### src/verilog/src_pkg.sv
// Constants and types shared by the serial ROM command controller.
// Assumes a 50 MHz system clock and a byte-wide three-wire serial ROM
// with seven address bits.
package src_pkg;

  localparam int unsigned CLK_MHZ = 50;

  // Register byte addresses on the register bus.
  localparam logic [7:0] CMD_OFS = 8'hB0;
  localparam logic [7:0] DATA_OFS = 8'hB4;
  localparam logic [7:0] INT_STS_OFS = 8'hB8;
  localparam logic [7:0] INT_MASK_OFS = 8'hBC;
  localparam logic [7:0] STA_LO_OFS = 8'hC0;
  localparam logic [7:0] STA_HI_OFS = 8'hC4;

  // Command register fields.
  localparam int CMD_PEND_BIT = 31;
  localparam int CMD_OP_MSB = 30;
  localparam int CMD_OP_LSB = 28;
  localparam int CMD_LOADED_BIT = 8;
  localparam int CMD_WEN_BIT = 7;
  localparam int ADDR_W = 7;
  localparam logic [6:0] CMD_ADDR_RST = 7'h00;
  localparam logic [7:0] DATA_RST = 8'h00;

  // Interrupt status and mask layout.
  localparam int IRQ_W = 3;
  localparam int IRQ_DONE_BIT = 0;
  localparam int IRQ_TIMEOUT_BIT = 1;
  localparam int IRQ_FAIL_BIT = 2;
  localparam logic [2:0] IRQ_RST = 3'h0;

  typedef enum logic [2:0] {
    read_op = 3'h0,
    write_protect_on_op = 3'h1,
    write_protect_off_op = 3'h2,
    write_op = 3'h3,
    fill_all_op = 3'h4,
    erase_op = 3'h5,
    bulk_clear_op = 3'h6,
    reload_op = 3'h7
  } src_op_t;

  // Serial frame: start bit, two opcode bits, address, data.
  localparam int FRAME_W = 18;
  localparam logic [4:0] FRAME_BITS = 5'd18;
  localparam logic [4:0] HDR_BITS = 5'd10;
  localparam logic [1:0] SER_EXT = 2'h0;
  localparam logic [1:0] SER_WRITE = 2'h1;
  localparam logic [1:0] SER_READ = 2'h2;
  localparam logic [1:0] SER_ERASE = 2'h3;
  localparam logic [1:0] EXT_PROT_ON = 2'h0;
  localparam logic [1:0] EXT_FILL = 2'h1;
  localparam logic [1:0] EXT_CLEAR = 2'h2;
  localparam logic [1:0] EXT_PROT_OFF = 2'h3;

  localparam logic [7:0] STATION_SIG = 8'hA5;
  localparam logic [2:0] STATION_BYTES = 3'h6;
  localparam logic [47:0] STATION_RST = 48'h0;

  // Timing: serial clock half period, chip select gap, operation timeout.
  localparam int unsigned SK_HALF_NS = 500;
  localparam int unsigned SK_HALF_CYCLES = (SK_HALF_NS * CLK_MHZ + 999) / 1000;
  localparam int unsigned GAP_NS = 1000;
  localparam int unsigned GAP_CYCLES = (GAP_NS * CLK_MHZ + 999) / 1000;
  localparam int unsigned TIMEOUT_US = 30000;
  localparam int unsigned TIMEOUT_CYCLES = TIMEOUT_US * CLK_MHZ;

  localparam logic [1:0] RESP_OKAY = 2'h0;
  localparam logic [1:0] RESP_SLVERR = 2'h2;

  typedef enum logic [2:0] {
    ST_IDLE = 3'h0,
    ST_SEND = 3'h1,
    ST_SHIFT = 3'h3,
    ST_GAP = 3'h2,
    ST_POLL = 3'h6,
    ST_FINISH = 3'h7
  } src_state_t;

endpackage : src_pkg

### src/verilog/src_shifter.sv
// Bit engine that clocks one serial frame out to the ROM, MSB first.
// Assumes the data-in line is already synchronised to the system clock.
module src_shifter #(
  parameter int unsigned HALF_CYCLES = src_pkg::SK_HALF_CYCLES
) (
  input wire logic clk_in,
  input wire logic rst_b_in,
  input wire logic start_in,
  input wire logic abort_in,
  input wire logic [17:0] frame_in,
  input wire logic [4:0] nbits_in,
  input wire logic di_in,
  output logic busy_out,
  output logic done_out,
  output logic sk_out,
  output logic do_out,
  output logic [7:0] rx_out
);

  logic [17:0] shreg;
  logic [4:0] left;
  logic [15:0] div;
  logic wrap;

  assign wrap = (div == 16'(HALF_CYCLES - 1));
  assign do_out = busy_out & shreg[17];

  always_ff @(posedge clk_in or negedge rst_b_in) begin
    if (!rst_b_in) begin
      busy_out <= 1'b0;
      done_out <= 1'b0;
      sk_out <= 1'b0;
      shreg <= 18'h00000;
      left <= 5'h00;
      div <= 16'h0000;
      rx_out <= 8'h00;
    end else begin
      done_out <= 1'b0;
      if (abort_in) begin
        busy_out <= 1'b0;
        sk_out <= 1'b0;
      end else if (start_in && !busy_out) begin
        busy_out <= 1'b1;
        shreg <= frame_in;
        left <= nbits_in;
        div <= 16'h0000;
        sk_out <= 1'b0;
      end else if (busy_out) begin
        div <= wrap ? 16'h0000 : div + 16'h0001;
        if (wrap && !sk_out) begin
          // The ROM updates its output on the falling edge, so sample on the rise.
          sk_out <= 1'b1;
          rx_out <= {rx_out[6:0], di_in};
        end else if (wrap) begin
          sk_out <= 1'b0;
          shreg <= {shreg[16:0], 1'b0};
          left <= left - 5'h01;
          if (left == 5'h01) begin
            busy_out <= 1'b0;
            done_out <= 1'b1;
          end
        end
      end
    end
  end

endmodule : src_shifter

### src/verilog/src_rom_ctrl.sv
// Serial ROM command controller with an AXI4-Lite register slave.
// Assumes one 50 MHz clock and a three-wire serial ROM on the pins.
module src_rom_ctrl #(
  parameter int unsigned TIMEOUT_CYCLES = src_pkg::TIMEOUT_CYCLES,
  parameter int unsigned SK_HALF = src_pkg::SK_HALF_CYCLES,
  parameter int unsigned GAP = src_pkg::GAP_CYCLES
) (
  input wire logic SYS_CLK_IN,
  input wire logic RST_B_IN,
  input wire logic [7:0] AXI_AWADDR_IN,
  input wire logic AXI_AWVALID_IN,
  output logic AXI_AWREADY_OUT,
  input wire logic [31:0] AXI_WDATA_IN,
  input wire logic [3:0] AXI_WSTRB_IN,
  input wire logic AXI_WVALID_IN,
  output logic AXI_WREADY_OUT,
  output logic [1:0] AXI_BRESP_OUT,
  output logic AXI_BVALID_OUT,
  input wire logic AXI_BREADY_IN,
  input wire logic [7:0] AXI_ARADDR_IN,
  input wire logic AXI_ARVALID_IN,
  output logic AXI_ARREADY_OUT,
  output logic [31:0] AXI_RDATA_OUT,
  output logic [1:0] AXI_RRESP_OUT,
  output logic AXI_RVALID_OUT,
  input wire logic AXI_RREADY_IN,
  output logic ROM_CS_OUT,
  output logic ROM_SK_OUT,
  output logic ROM_DO_OUT,
  input wire logic ROM_DI_IN,
  output logic [47:0] STATION_ADDR_OUT,
  output logic STATION_VALID_OUT,
  output logic IRQ_OUT
);

  function automatic logic [31:0] merge(input logic [31:0] old, input logic [31:0] d,
                                        input logic [3:0] s);
    logic [31:0] r;
    r = old;
    for (int i = 0; i < 4; i++) begin
      if (s[i]) begin
        r[i*8 +: 8] = d[i*8 +: 8];
      end
    end
    return r;
  endfunction : merge

  function automatic logic mapped(input logic [7:0] a);
    return (a == src_pkg::CMD_OFS) || (a == src_pkg::DATA_OFS) ||
           (a == src_pkg::INT_STS_OFS) || (a == src_pkg::INT_MASK_OFS) ||
           (a == src_pkg::STA_LO_OFS) || (a == src_pkg::STA_HI_OFS);
  endfunction : mapped

  function automatic logic [17:0] frame_of(input src_pkg::src_op_t op, input logic [6:0] a,
                                           input logic [7:0] d);
    logic [17:0] f;
    f = 18'h00000;
    unique case (op)
      src_pkg::read_op, src_pkg::reload_op: f = {1'b1, src_pkg::SER_READ, a, 8'h00};
      src_pkg::write_op: f = {1'b1, src_pkg::SER_WRITE, a, d};
      src_pkg::erase_op: f = {1'b1, src_pkg::SER_ERASE, a, 8'h00};
      src_pkg::write_protect_on_op: f = {1'b1, src_pkg::SER_EXT, src_pkg::EXT_PROT_ON,
                                         5'h00, 8'h00};
      src_pkg::write_protect_off_op: f = {1'b1, src_pkg::SER_EXT, src_pkg::EXT_PROT_OFF,
                                          5'h00, 8'h00};
      src_pkg::fill_all_op: f = {1'b1, src_pkg::SER_EXT, src_pkg::EXT_FILL, 5'h00, d};
      src_pkg::bulk_clear_op: f = {1'b1, src_pkg::SER_EXT, src_pkg::EXT_CLEAR,
                                   5'h00, 8'h00};
    endcase
    return f;
  endfunction : frame_of

  function automatic logic [4:0] len_of(input src_pkg::src_op_t op);
    logic long_frame;
    long_frame = (op == src_pkg::read_op) || (op == src_pkg::reload_op) ||
                 (op == src_pkg::write_op) || (op == src_pkg::fill_all_op);
    return long_frame ? src_pkg::FRAME_BITS : src_pkg::HDR_BITS;
  endfunction : len_of

  // Register bus state.
  logic aw_full;
  logic w_full;
  logic [7:0] aw_addr;
  logic [31:0] w_data;
  logic [3:0] w_strb;
  logic wr_fire;
  logic [31:0] rd_word;

  // Registers and controller state.
  logic pending;
  src_pkg::src_op_t cmd_op;
  logic [6:0] cmd_addr;
  logic [7:0] data_reg;
  logic [2:0] irq_sts;
  logic [2:0] irq_mask;
  logic [2:0] irq_set;
  logic wen_shadow;
  logic [47:0] station;
  logic station_ok;
  src_pkg::src_state_t state;
  src_pkg::src_op_t cur_op;
  logic reload_req;
  logic [2:0] idx;
  logic [15:0] gap_cnt;
  logic gap_to_poll;
  logic [31:0] tmo_cnt;
  logic tmo_hit;
  logic sh_start;
  logic [17:0] sh_frame;
  logic [4:0] sh_len;
  logic sh_busy;
  logic sh_done;
  logic [7:0] sh_rx;
  logic di_meta;
  logic di_sync;
  logic host_cmd_wr;
  logic host_data_wr;
  logic [31:0] cmd_word;
  logic [31:0] cmd_new;

  assign wr_fire = aw_full & w_full & ~AXI_BVALID_OUT;
  assign AXI_AWREADY_OUT = ~aw_full;
  assign AXI_WREADY_OUT = ~w_full;
  assign AXI_ARREADY_OUT = ~AXI_RVALID_OUT;

  always_ff @(posedge SYS_CLK_IN or negedge RST_B_IN) begin
    if (!RST_B_IN) begin
      aw_full <= 1'b0;
      w_full <= 1'b0;
      aw_addr <= 8'h00;
      w_data <= 32'h00000000;
      w_strb <= 4'h0;
      AXI_BVALID_OUT <= 1'b0;
      AXI_BRESP_OUT <= src_pkg::RESP_OKAY;
    end else begin
      if (AXI_AWVALID_IN && !aw_full) begin
        aw_full <= 1'b1;
        aw_addr <= AXI_AWADDR_IN;
      end
      if (AXI_WVALID_IN && !w_full) begin
        w_full <= 1'b1;
        w_data <= AXI_WDATA_IN;
        w_strb <= AXI_WSTRB_IN;
      end
      if (wr_fire) begin
        aw_full <= 1'b0;
        w_full <= 1'b0;
        AXI_BVALID_OUT <= 1'b1;
        AXI_BRESP_OUT <= mapped(aw_addr) ? src_pkg::RESP_OKAY : src_pkg::RESP_SLVERR;
      end else if (AXI_BVALID_OUT && AXI_BREADY_IN) begin
        AXI_BVALID_OUT <= 1'b0;
      end
    end
  end

  assign cmd_word = {pending, cmd_op, 19'h00000, station_ok, wen_shadow, cmd_addr};
  assign cmd_new = merge({1'b0, cmd_word[30:0]}, w_data, w_strb);
  // host keeps off: command and data writes during a pending operation are dropped.
  assign host_cmd_wr = wr_fire && (aw_addr == src_pkg::CMD_OFS) && !pending;
  assign host_data_wr = wr_fire && (aw_addr == src_pkg::DATA_OFS) && !pending;

  always_comb begin
    rd_word = 32'h00000000;
    unique case (AXI_ARADDR_IN)
      src_pkg::CMD_OFS: rd_word = cmd_word;
      src_pkg::DATA_OFS: rd_word = {24'h000000, data_reg};
      src_pkg::INT_STS_OFS: rd_word = {29'h00000000, irq_sts};
      src_pkg::INT_MASK_OFS: rd_word = {29'h00000000, irq_mask};
      src_pkg::STA_LO_OFS: rd_word = station[31:0];
      src_pkg::STA_HI_OFS: rd_word = {16'h0000, station[47:32]};
      default: rd_word = 32'h00000000;
    endcase
  end

  always_ff @(posedge SYS_CLK_IN or negedge RST_B_IN) begin
    if (!RST_B_IN) begin
      AXI_RVALID_OUT <= 1'b0;
      AXI_RDATA_OUT <= 32'h00000000;
      AXI_RRESP_OUT <= src_pkg::RESP_OKAY;
    end else if (AXI_ARVALID_IN && !AXI_RVALID_OUT) begin
      AXI_RVALID_OUT <= 1'b1;
      AXI_RDATA_OUT <= rd_word;
      AXI_RRESP_OUT <= mapped(AXI_ARADDR_IN) ? src_pkg::RESP_OKAY : src_pkg::RESP_SLVERR;
    end else if (AXI_RVALID_OUT && AXI_RREADY_IN) begin
      AXI_RVALID_OUT <= 1'b0;
    end
  end

  // Command fields the host may change while no operation is pending.
  always_ff @(posedge SYS_CLK_IN or negedge RST_B_IN) begin
    if (!RST_B_IN) begin
      cmd_op <= src_pkg::read_op;
      cmd_addr <= src_pkg::CMD_ADDR_RST;
    end else if (host_cmd_wr) begin
      cmd_op <= src_pkg::src_op_t'(cmd_new[src_pkg::CMD_OP_MSB:src_pkg::CMD_OP_LSB]);
      cmd_addr <= cmd_new[src_pkg::ADDR_W-1:0];
    end
  end

  // Interrupt status is sticky; a new event beats a same-cycle clear.
  always_ff @(posedge SYS_CLK_IN or negedge RST_B_IN) begin
    if (!RST_B_IN) begin
      irq_sts <= src_pkg::IRQ_RST;
      irq_mask <= src_pkg::IRQ_RST;
      IRQ_OUT <= 1'b0;
    end else begin
      if (wr_fire && aw_addr == src_pkg::INT_STS_OFS && w_strb[0]) begin
        irq_sts <= (irq_sts & ~w_data[2:0]) | irq_set;
      end else begin
        irq_sts <= irq_sts | irq_set;
      end
      if (wr_fire && aw_addr == src_pkg::INT_MASK_OFS && w_strb[0]) begin
        irq_mask <= w_data[2:0];
      end
      IRQ_OUT <= |(irq_sts & irq_mask);
    end
  end

  // The data-in pin comes from outside and is synchronised first.
  always_ff @(posedge SYS_CLK_IN or negedge RST_B_IN) begin
    if (!RST_B_IN) begin
      di_meta <= 1'b0;
      di_sync <= 1'b0;
    end else begin
      di_meta <= ROM_DI_IN;
      di_sync <= di_meta;
    end
  end

  assign tmo_hit = (state != src_pkg::ST_IDLE) && (state != src_pkg::ST_FINISH) &&
                   (tmo_cnt == TIMEOUT_CYCLES - 1);

  always_ff @(posedge SYS_CLK_IN or negedge RST_B_IN) begin
    if (!RST_B_IN) begin
      tmo_cnt <= 32'h00000000;
    end else if (state == src_pkg::ST_IDLE || state == src_pkg::ST_FINISH) begin
      tmo_cnt <= 32'h00000000;
    end else begin
      tmo_cnt <= tmo_cnt + 32'h00000001;
    end
  end

  always_ff @(posedge SYS_CLK_IN or negedge RST_B_IN) begin
    if (!RST_B_IN) begin
      pending <= 1'b1;
      reload_req <= 1'b1;
      state <= src_pkg::ST_IDLE;
      cur_op <= src_pkg::reload_op;
      idx <= 3'h0;
      gap_cnt <= 16'h0000;
      gap_to_poll <= 1'b0;
      data_reg <= src_pkg::DATA_RST;
      wen_shadow <= 1'b0;
      station <= src_pkg::STATION_RST;
      station_ok <= 1'b0;
      sh_start <= 1'b0;
      sh_frame <= 18'h00000;
      sh_len <= 5'h00;
      irq_set <= src_pkg::IRQ_RST;
    end else begin
      sh_start <= 1'b0;
      irq_set <= src_pkg::IRQ_RST;
      if (host_data_wr) begin
        data_reg <= w_strb[0] ? w_data[7:0] : data_reg;
      end
      if (host_cmd_wr && cmd_new[src_pkg::CMD_PEND_BIT]) begin
        pending <= 1'b1;
      end
      if (tmo_hit) begin
        state <= src_pkg::ST_FINISH;
        irq_set[src_pkg::IRQ_TIMEOUT_BIT] <= 1'b1;
        if (cur_op == src_pkg::reload_op) begin
          irq_set[src_pkg::IRQ_FAIL_BIT] <= 1'b1;
        end
      end else begin
        unique case (state)
          src_pkg::ST_IDLE: begin
            if (pending) begin
              cur_op <= reload_req ? src_pkg::reload_op : cmd_op;
              reload_req <= 1'b0;
              idx <= 3'h0;
              if (reload_req || cmd_op == src_pkg::reload_op) begin
                station_ok <= 1'b0;
              end
              state <= src_pkg::ST_SEND;
            end
          end
          src_pkg::ST_SEND: begin
            sh_frame <= frame_of(cur_op, (cur_op == src_pkg::reload_op) ? {4'h0, idx}
                                 : cmd_addr, data_reg);
            sh_len <= len_of(cur_op);
            sh_start <= 1'b1;
            state <= src_pkg::ST_SHIFT;
          end
          src_pkg::ST_SHIFT: begin
            if (sh_done) begin
              gap_cnt <= 16'h0000;
              unique case (cur_op)
                src_pkg::reload_op: begin
                  // reload ends on success or bad signature.
                  if (idx == 3'h0 && sh_rx != src_pkg::STATION_SIG) begin
                    irq_set[src_pkg::IRQ_FAIL_BIT] <= 1'b1;
                    state <= src_pkg::ST_FINISH;
                  end else begin
                    if (idx != 3'h0) begin
                      station <= {sh_rx, station[47:8]};
                    end
                    if (idx == src_pkg::STATION_BYTES) begin
                      station_ok <= 1'b1;
                      state <= src_pkg::ST_FINISH;
                    end else begin
                      idx <= idx + 3'h1;
                      gap_to_poll <= 1'b0;
                      state <= src_pkg::ST_GAP;
                    end
                  end
                end
                src_pkg::read_op: begin
                  data_reg <= sh_rx;
                  state <= src_pkg::ST_FINISH;
                end
                src_pkg::write_protect_on_op: begin
                  wen_shadow <= 1'b0;
                  state <= src_pkg::ST_FINISH;
                end
                src_pkg::write_protect_off_op: begin
                  wen_shadow <= 1'b1;
                  state <= src_pkg::ST_FINISH;
                end
                default: begin
                  // Programming ops wait for the ready level on data-in.
                  gap_to_poll <= 1'b1;
                  state <= src_pkg::ST_GAP;
                end
              endcase
            end
          end
          src_pkg::ST_GAP: begin
            if (gap_cnt == 16'(GAP - 1)) begin
              state <= gap_to_poll ? src_pkg::ST_POLL : src_pkg::ST_SEND;
            end else begin
              gap_cnt <= gap_cnt + 16'h0001;
            end
          end
          src_pkg::ST_POLL: begin
            if (di_sync) begin
              state <= src_pkg::ST_FINISH;
            end
          end
          src_pkg::ST_FINISH: begin
            pending <= 1'b0;
            irq_set[src_pkg::IRQ_DONE_BIT] <= 1'b1;
            state <= src_pkg::ST_IDLE;
          end
          default: state <= src_pkg::ST_IDLE;
        endcase
      end
    end
  end

  src_shifter #(
    .HALF_CYCLES(SK_HALF)
  ) u_shifter (
    .clk_in(SYS_CLK_IN),
    .rst_b_in(RST_B_IN),
    .start_in(sh_start),
    .abort_in(tmo_hit),
    .frame_in(sh_frame),
    .nbits_in(sh_len),
    .di_in(di_sync),
    .busy_out(sh_busy),
    .done_out(sh_done),
    .sk_out(ROM_SK_OUT),
    .do_out(ROM_DO_OUT),
    .rx_out(sh_rx)
  );

  assign ROM_CS_OUT = sh_busy | (state == src_pkg::ST_POLL);
  assign STATION_ADDR_OUT = station;
  assign STATION_VALID_OUT = station_ok;

endmodule : src_rom_ctrl

### config.mk
export PLATFORM = sky130hd
export DESIGN_NAME = src_rom_ctrl
export DESIGN_NICKNAME = d
export VERILOG_FILES = /design/src/verilog/src_pkg.sv /design/src/verilog/src_shifter.sv /design/src/verilog/src_rom_ctrl.sv
export SDC_FILE = /design/constraint.sdc
export NUM_CORES = 1
export LEC_CHECK = 0
export ABC_AREA = 0
export BUFFER_PORTS_ARGS = -buffer_cell sky130_fd_sc_hd__buf_2
export CORE_UTILIZATION = 50
export CTS_CLUSTER_DIAMETER = 200
export DETAILED_ROUTE_END_ITERATION = 8
export PLACE_DENSITY = 0.71
export SLEW_MARGIN = 20
export SYNTH_ARGS = -nofsm -noshare
export SYNTH_HDL_FRONTEND = slang
export SYNTH_SLANG_ARGS = --single-unit
### constraint.sdc
create_clock -name SYS_CLK_IN -period 4.7 [get_ports SYS_CLK_IN]
set_clock_uncertainty 0.15 [all_clocks]
set_input_delay 0.235 -clock SYS_CLK_IN [delete_from_list [all_inputs] [get_ports SYS_CLK_IN]]
set_output_delay 0.235 -clock SYS_CLK_IN [all_outputs]
set_load 0.02 [all_outputs]
==> reports/metrics.csv, run 1 <==
metric,value,unit
drive_above_1_share,26.57,%
worst_pin_slew,1.017,ns
grt_usage,23.16,%
crit_arrival,3.78,ns
rsz0062_at_grt,no,
yosys_warnings,0,
cts.repair.resized,0,
synth_compound_area_share,10.17,%
synth.top_cell.area_share,51.72,%
ys_seq_area_share,52.74,%
firstDrtPassIters,6,
timing.hold.ws,0.09794,ns
synth_xor_area_share,1.633,%
antenna_found_initial,0,
wire_per_inst,17.99,um
reg2reg_from,state[2],
path_cells,or3_1 > and4_1 > nand3_2 > inv_2 > nor2_2 > mux2_2,
multi_input_area,5713,um2
setup_tns,0,ns
finalCritPeriodShare,74.64,%
synth_flop_cell,dfrtp_1,
regToRegSetupSlack,1.19,ns
cts_tree,yes,
status,"finished, final reports clean",
synth_top_family_by_area,simple AND/OR/NAND/NOR gates,
cpLargestDelayFamily,simple AND/OR/NAND/NOR gates,
finalPower,6333,uW
fin_crit,3.508,ns
syn_area_per_cell,10.96,um2
synthArstFlopShare,100.0,%
area_growth,17.31,%
power_density,419.4,nW/um2
start_kind,register,
wirelength,29970,um
synth_edf_count,0,
crit_buf_inv,1,
ys_types,79,
die_h,162.4,um
synth.top_cells.by_area,"dfrtp_1, mux2_2, nand2_1",
muxShareOfSynthArea,14.20,%
num_vias,9574,
fin_area,15100,um2
cp_data_required_time,4.97,ns
grt_pass1_vias,9335,
cts_buffers,30,
post-dp-hpwl,20280,um
rows,58,
post-route-util,59.96,%
max_freq,0.2851,GHz
ys_ff_latch,271,
largest_reg_flops,48,
cts_root_buf,clkbuf_16,
place_area,13790,um2
cp.depth,6,
ant_nets,0,
crit_path_end_kind,register,
p_leak,0.007154,uW
synth.most_common_cell,dfrtp_1,
yosys.area.top_type,dfrtp_1,
syn_area,12870,um2
antenna_cells,0,
register_area,6788,um2
die_area,26390,um2
clockBufferDepth,3,
cp_slowest_cell,nor2_2,
synthAdderAreaFrac,1.458,%
clk_pin_slew_worst_paths,0.06,ns
core_area,25180,um2
dr.first_iter.drc_count,716,
drv_cap,0,
slew-limit-headroom,31.62,%
drc,0,
r2r-end,u_shifter.shreg[4],
reg2reg_depth,6,
grt_max_degree,108,
via_per_inst,5.747,
hold_violations,0,
grt_pass1_wl,49080,um
cts.sinks,271,
grt_overflow,0,
crit_type,register to register,
setup_viol_count_final,0,
drv_slew,0,
synth-simple-area-share,16.70,%
initial_utilization,51.11,%
synthCells,1174,
die_w,162.4,um
place_congestion,0.8181,
ir_drop,0.0003243,V
clk-insertion-delay-late,0.55,ns
cp_slowest_stage_delay,0.87,ns
h-tree-depth,1,
port_buffers,129,
fill_cells,1993,
netlist_top_cells_count,"dfrtp_1, nand2_1, mux2_2",
ioPinCount,154,
final_nets,1391,
min_path_type,input pin to async pin,
crit_fanout,33,
metrics by stage:
step           setup slack, ns  cells
2_1_floorplan            2.121   1175
4_1_cts                  1.208   1666
3_3_place_gp             1.269   1586
6_report                 1.192   1666
5_1_grt                 0.9809   1666
3_5_place_dp             1.232   1586
how the worst max path moves through the flow:
stage	endpoint	startpoint	slack (ns)
2_1_floorplan	STATION_ADDR_OUT[27]	tmo_cnt[0]	2.12
3_5_place_dp	u_shifter.left[1]	state[2]	1.23
3_3_place_gp	u_shifter.shreg[6]	state[2]	1.27
5_1_grt	u_shifter.shreg[14]	state[2]	0.98
4_1_cts	u_shifter.left[1]	state[2]	1.21
6_report	u_shifter.shreg[4]	state[2]	1.19
placed cells by master (no fill, tap or decap), drive strengths merged, types with 5 or more instances in the layout:
cell / netlist / layout
dfrtp: 266 / 266
nand2: 168 / 168
buf: 25 / 142
mux2: 131 / 131
o21ai: 82 / 82
nor2: 56 / 56
clkbuf: 36 / 40
nand3: 33 / 33
inv: 30 / 31
dlygate4sd3: 0 / 28
nor3: 27 / 27
o31ai: 23 / 23
mux2i: 21 / 21
nor4: 19 / 19
nand4: 18 / 18
a21oi: 15 / 15
ha: 15 / 15
nand2b: 14 / 14
or4: 14 / 14
or3: 13 / 13
xnor2: 13 / 13
xor2: 11 / 11
a22oi: 9 / 9
a21boi: 8 / 8
a22o: 7 / 7
nor2b: 7 / 7
or3b: 7 / 7
and4: 6 / 6
o41ai: 6 / 6
and3: 6 / 6
a222oi: 6 / 6
clkinv: 0 / 6
a21o: 5 / 5
and2: 5 / 5
nor3b: 5 / 5
dfstp: 5 / 5
cell type report:
class | instances | share of cell area (%)
sequential | 271 | 44.95
multi-input combinational | 813 | 37.84
timing repair buffer | 170 | 6.927
clock buffer | 40 | 5.751
tap | 330 | 2.735
clock inverter | 12 | 1.052
inverter | 30 | 0.7458
power by group:
part	leakage, uW	switching [uW]	internal [uW]
clock	0.000503	934	1460
combinational	0.00301	589	436
sequential	0.00364	310	2610
routing by layer:
layer / share of wire (%) / global-route usage, % / up-vias / wire, um
met4: 2.0 / 5.617 / 0 / 595
li1: - / - / 4501 / -
met5: 0 / 0 / - / 0
met1: 45 / 33.22 / 4743 / 13600
met3: 5.6 / 3.209 / 44 / 1690
met2: 47 / 37.12 / 286 / 14080
cell families after synthesis:
group / count (synthesis)
other: 1
adder cells (fa/ha/maj): 15
flip-flops: 271
buffers and inverters: 91
AO/OA/AOI/OAI: 197
multiplexers: 155
XOR/XNOR: 24
AND/OR/NAND/NOR: 420
what timing repair did:
item                                   4_1_cts  5_1_grt
setup endpoints to repair                    0        0
endpoints found under the hold margin      114        0
hold buffers                                28        0
setup buffers                                0        0
Note: power is estimated with default switching activity, not from simulation.
==> inputs of run 2 (changes only) <==
==> constraint.sdc (replaced) <==
create_clock -name SYS_CLK_IN -period 3.56 [get_ports SYS_CLK_IN]
set_clock_uncertainty 0.15 [all_clocks]
set_input_delay 0.178 -clock SYS_CLK_IN [delete_from_list [all_inputs] [get_ports SYS_CLK_IN]]
set_output_delay 0.178 -clock SYS_CLK_IN [all_outputs]
set_load 0.02 [all_outputs]
==> run 2 against run 1 <==
- count of clock-buffer cells in the layout increased by 1
- worst setup slack worse by 0.58 ns
- clock power grew 29%
- non-clock buffer count grew 4
- critical endpoint is now STATION_ADDR_OUT[16]
- critical path type unchanged
- cell count is 0.42% higher
- worst hold slack got worse by 0.0025 ns
- die area is the same
- sequential share of layout area decreased by 0.074 points
- register-to-register slack worse by 0.58 ns
- largest power group unchanged
- routed wire length grew 1.1%
==> reports/metrics.csv, run 2 (synthesis gave the netlist of run 1 again) <==
metric,value,unit,change
cts_buffers,29,,-3.3%
hold_violations,0,,unchanged
grt_overflow,0,,unchanged
post-dp-hpwl,20300,um,+0.11%
p_leak,0.007171,uW,+0.23%
crit_type,register to register,,
core_area,25180,um2,unchanged
antenna_found_initial,1,,+1
cts.sinks,271,,unchanged
intPower,5909,uW,+31%
cp_slowest_stage_delay,0.57,ns,-0.30 ns
startpoint,tmo_cnt[0],,
die_area,26390,um2,unchanged
post_cts_buffers,0,,unchanged
start_kind,register,,
slew-limit-headroom,30.90,%,-0.72 points
switching_power,2405,uW,+31%
h-tree-depth,1,,unchanged
pwr-share-clk,37.2,%,-0.5 points
final_nets,1394,,+0.22%
crit_path_end_kind,register,,
hp-start,AXI_ARVALID_IN,,
cts.repair.resized,0,,unchanged
timing.hold.ws,0.09544,ns,-0.002494 ns
drv_cap,0,,unchanged
rows,58,,unchanged
cts_tree,yes,,
switching_share,28.93,%,about the same
ioPinCount,154,,unchanged
cp_data_required_time,3.82,ns,-1.15 ns
path_cells,ha_1 > nand4_2 > or3_1 > o31ai_4 > or3b_2 > buf_12 > mux2_2,,
rsz0062_at_grt,no,,
die_h,162.4,um,unchanged
cp_slowest_cell,or3_1,,
layoutNonFillerInstCount,1673,,+0.42%
setup_viol_count_final,0,,unchanged
reg2reg_from,tmo_cnt[0],,
fin_crit,2.943,ns,-0.5647 ns
drv_slew,0,,unchanged
drive_above_1_share,26.45,%,-0.12 points
finalPower,8313,uW,+31%
drc,0,,unchanged
p_comb_share,16.5,%,+0.3 points
ir_drop,0.0004297,V,+32%
area_growth,17.51,%,
min_path_type,input pin to register,,
dr.first_iter.drc_count,765,,+6.8%
cts_root_buf,clkbuf_16,,
worst_pin_slew,1.028,ns,+0.01064 ns
ant_nets,0,,unchanged
layout_commonest_cell,dfrtp_1,,
final_cell_mix,"dfrtp_1, nand2_1, buf_2, mux2_2, o21ai_0",,
place_congestion,0.8257,,+0.93%
grt_usage,23.46,%,+0.31 points
clk-insertion-delay-late,0.55,ns,about the same
dp_cells,1590,,+0.25%
via_per_inst,5.726,,-0.37%
seqPwrFrac,46.3,%,+0.2 points
grt_pass1_vias,9520,,+2.0%
wire_per_inst,18.10,um,+0.63%
clk_pin_slew_worst_paths,0.06,ns,about the same
crit_fanout,48,,+45%
port_buffers,129,,unchanged
clockBufferDepth,3,,unchanged
finalCritPeriodShare,82.68,%,+8.0 points
fill_cells,2062,,+3.5%
grt_pass1_wl,49960,um,+1.8%
max_freq,0.3398,GHz,+19%
grt_max_degree,123,,+14%
initial_utilization,51.11,%,unchanged
die_w,162.4,um,unchanged
num_vias,9579,,+0.052%
power_density,549.7,nW/um2,+31%
wirelength,30290,um,+1.1%
status,"finished, final reports clean",,
largest_reg_flops,48,,unchanged
firstDrtPassIters,5,,-1
setup_tns,0,ns,unchanged
crit_arrival,3.21,ns,-0.57 ns
-- run 2: changes by cell type in the layout (fill, tap and decap cells not counted), moves of 3 or more --
cell	previous run	this run
clkbuf_8	8	4
buf_12	1	4
clkbuf_1	2	8
clkinv_2	4	7
-- run 2: worst paths after layout --
kind                            depth (start not counted)              endpoint  slack (ns)
worst max register to register                          7  STATION_ADDR_OUT[16]        0.62
worst min register to register                          0               di_sync        0.23
worst min-delay path                                    4        AXI_RVALID_OUT         0.1
max in group asynchronous                               3  STATION_ADDR_OUT[26]        2.22
worst max-delay path                                    7  STATION_ADDR_OUT[16]        0.62
min in group asynchronous                               2            tmo_cnt[9]        0.16
-- run 2: final cells by class --
| type | instances | area, um2 | area share, % |
|---|---|---|---|
| Tap cell | 330 | 412.9 | 2.730 |
| Timing Repair Buffer | 174 | 1114 | 7.363 |
| Antenna cell | 1 | 2.502 | 0.01655 |
| Sequential cell | 271 | 6788 | 44.88 |
| Clock inverter | 13 | 171.4 | 1.133 |
| Multi-Input combinational cell | 813 | 5713 | 37.77 |
| Inverter | 30 | 112.6 | 0.7445 |
| Clock buffer | 41 | 810.8 | 5.361 |
-- run 2: what timing repair did --
action / CTS / global route
hold buffers: 28 / 0
endpoints found under the setup margin: 0 / 0
endpoints found under the hold margin: 145 / 0
-- run 2: per-stage QoR --
stage / util [%] / instance area (um2) / worst slack, ns
after floorplan: - / 12870 / 0.9808
after global placement: 55.04 / 13860 / 0.7171
after detailed placement: 55.04 / 13860 / 0.6540
after CTS: 60.05 / 15120 / 0.6204
after global routing: 60.06 / 15120 / 0.4782
final: 60.06 / 15120 / 0.6168
-- run 2: critical path, delay by kind of cell (launching register included) --
family	cells	cell delay [ns]
multiplexers	1	0.38
buffers and inverters	1	0.28
AND/OR/NAND/NOR	3	1.03
flip-flops	1	0.38
adder cells (fa/ha/maj)	1	0.26
AO/OA/AOI/OAI	1	0.28
-- run 2: power groups by stage --
stage / combinational [uW] / sequential [uW] / clock, uW
2_1_floorplan: 1010 / 3750 / 0
3_3_place_gp: 1300 / 3880 / 0
3_5_place_dp: 1350 / 3900 / 0
4_1_cts: 1380 / 3850 / 3140
5_1_grt: 1550 / 3900 / 3270
6_report: 1370 / 3850 / 3090
-- run 2: layer usage --
metal	up-vias	part of all wire (%)	GRT usage (%)	wire length, um
met3	49	4.7	3.183	1427
met5	-	0	0	0
met2	256	46	36.97	13920
li1	4520	-	-	-
met1	4754	47	34.20	14270
met4	0	2.2	5.961	671
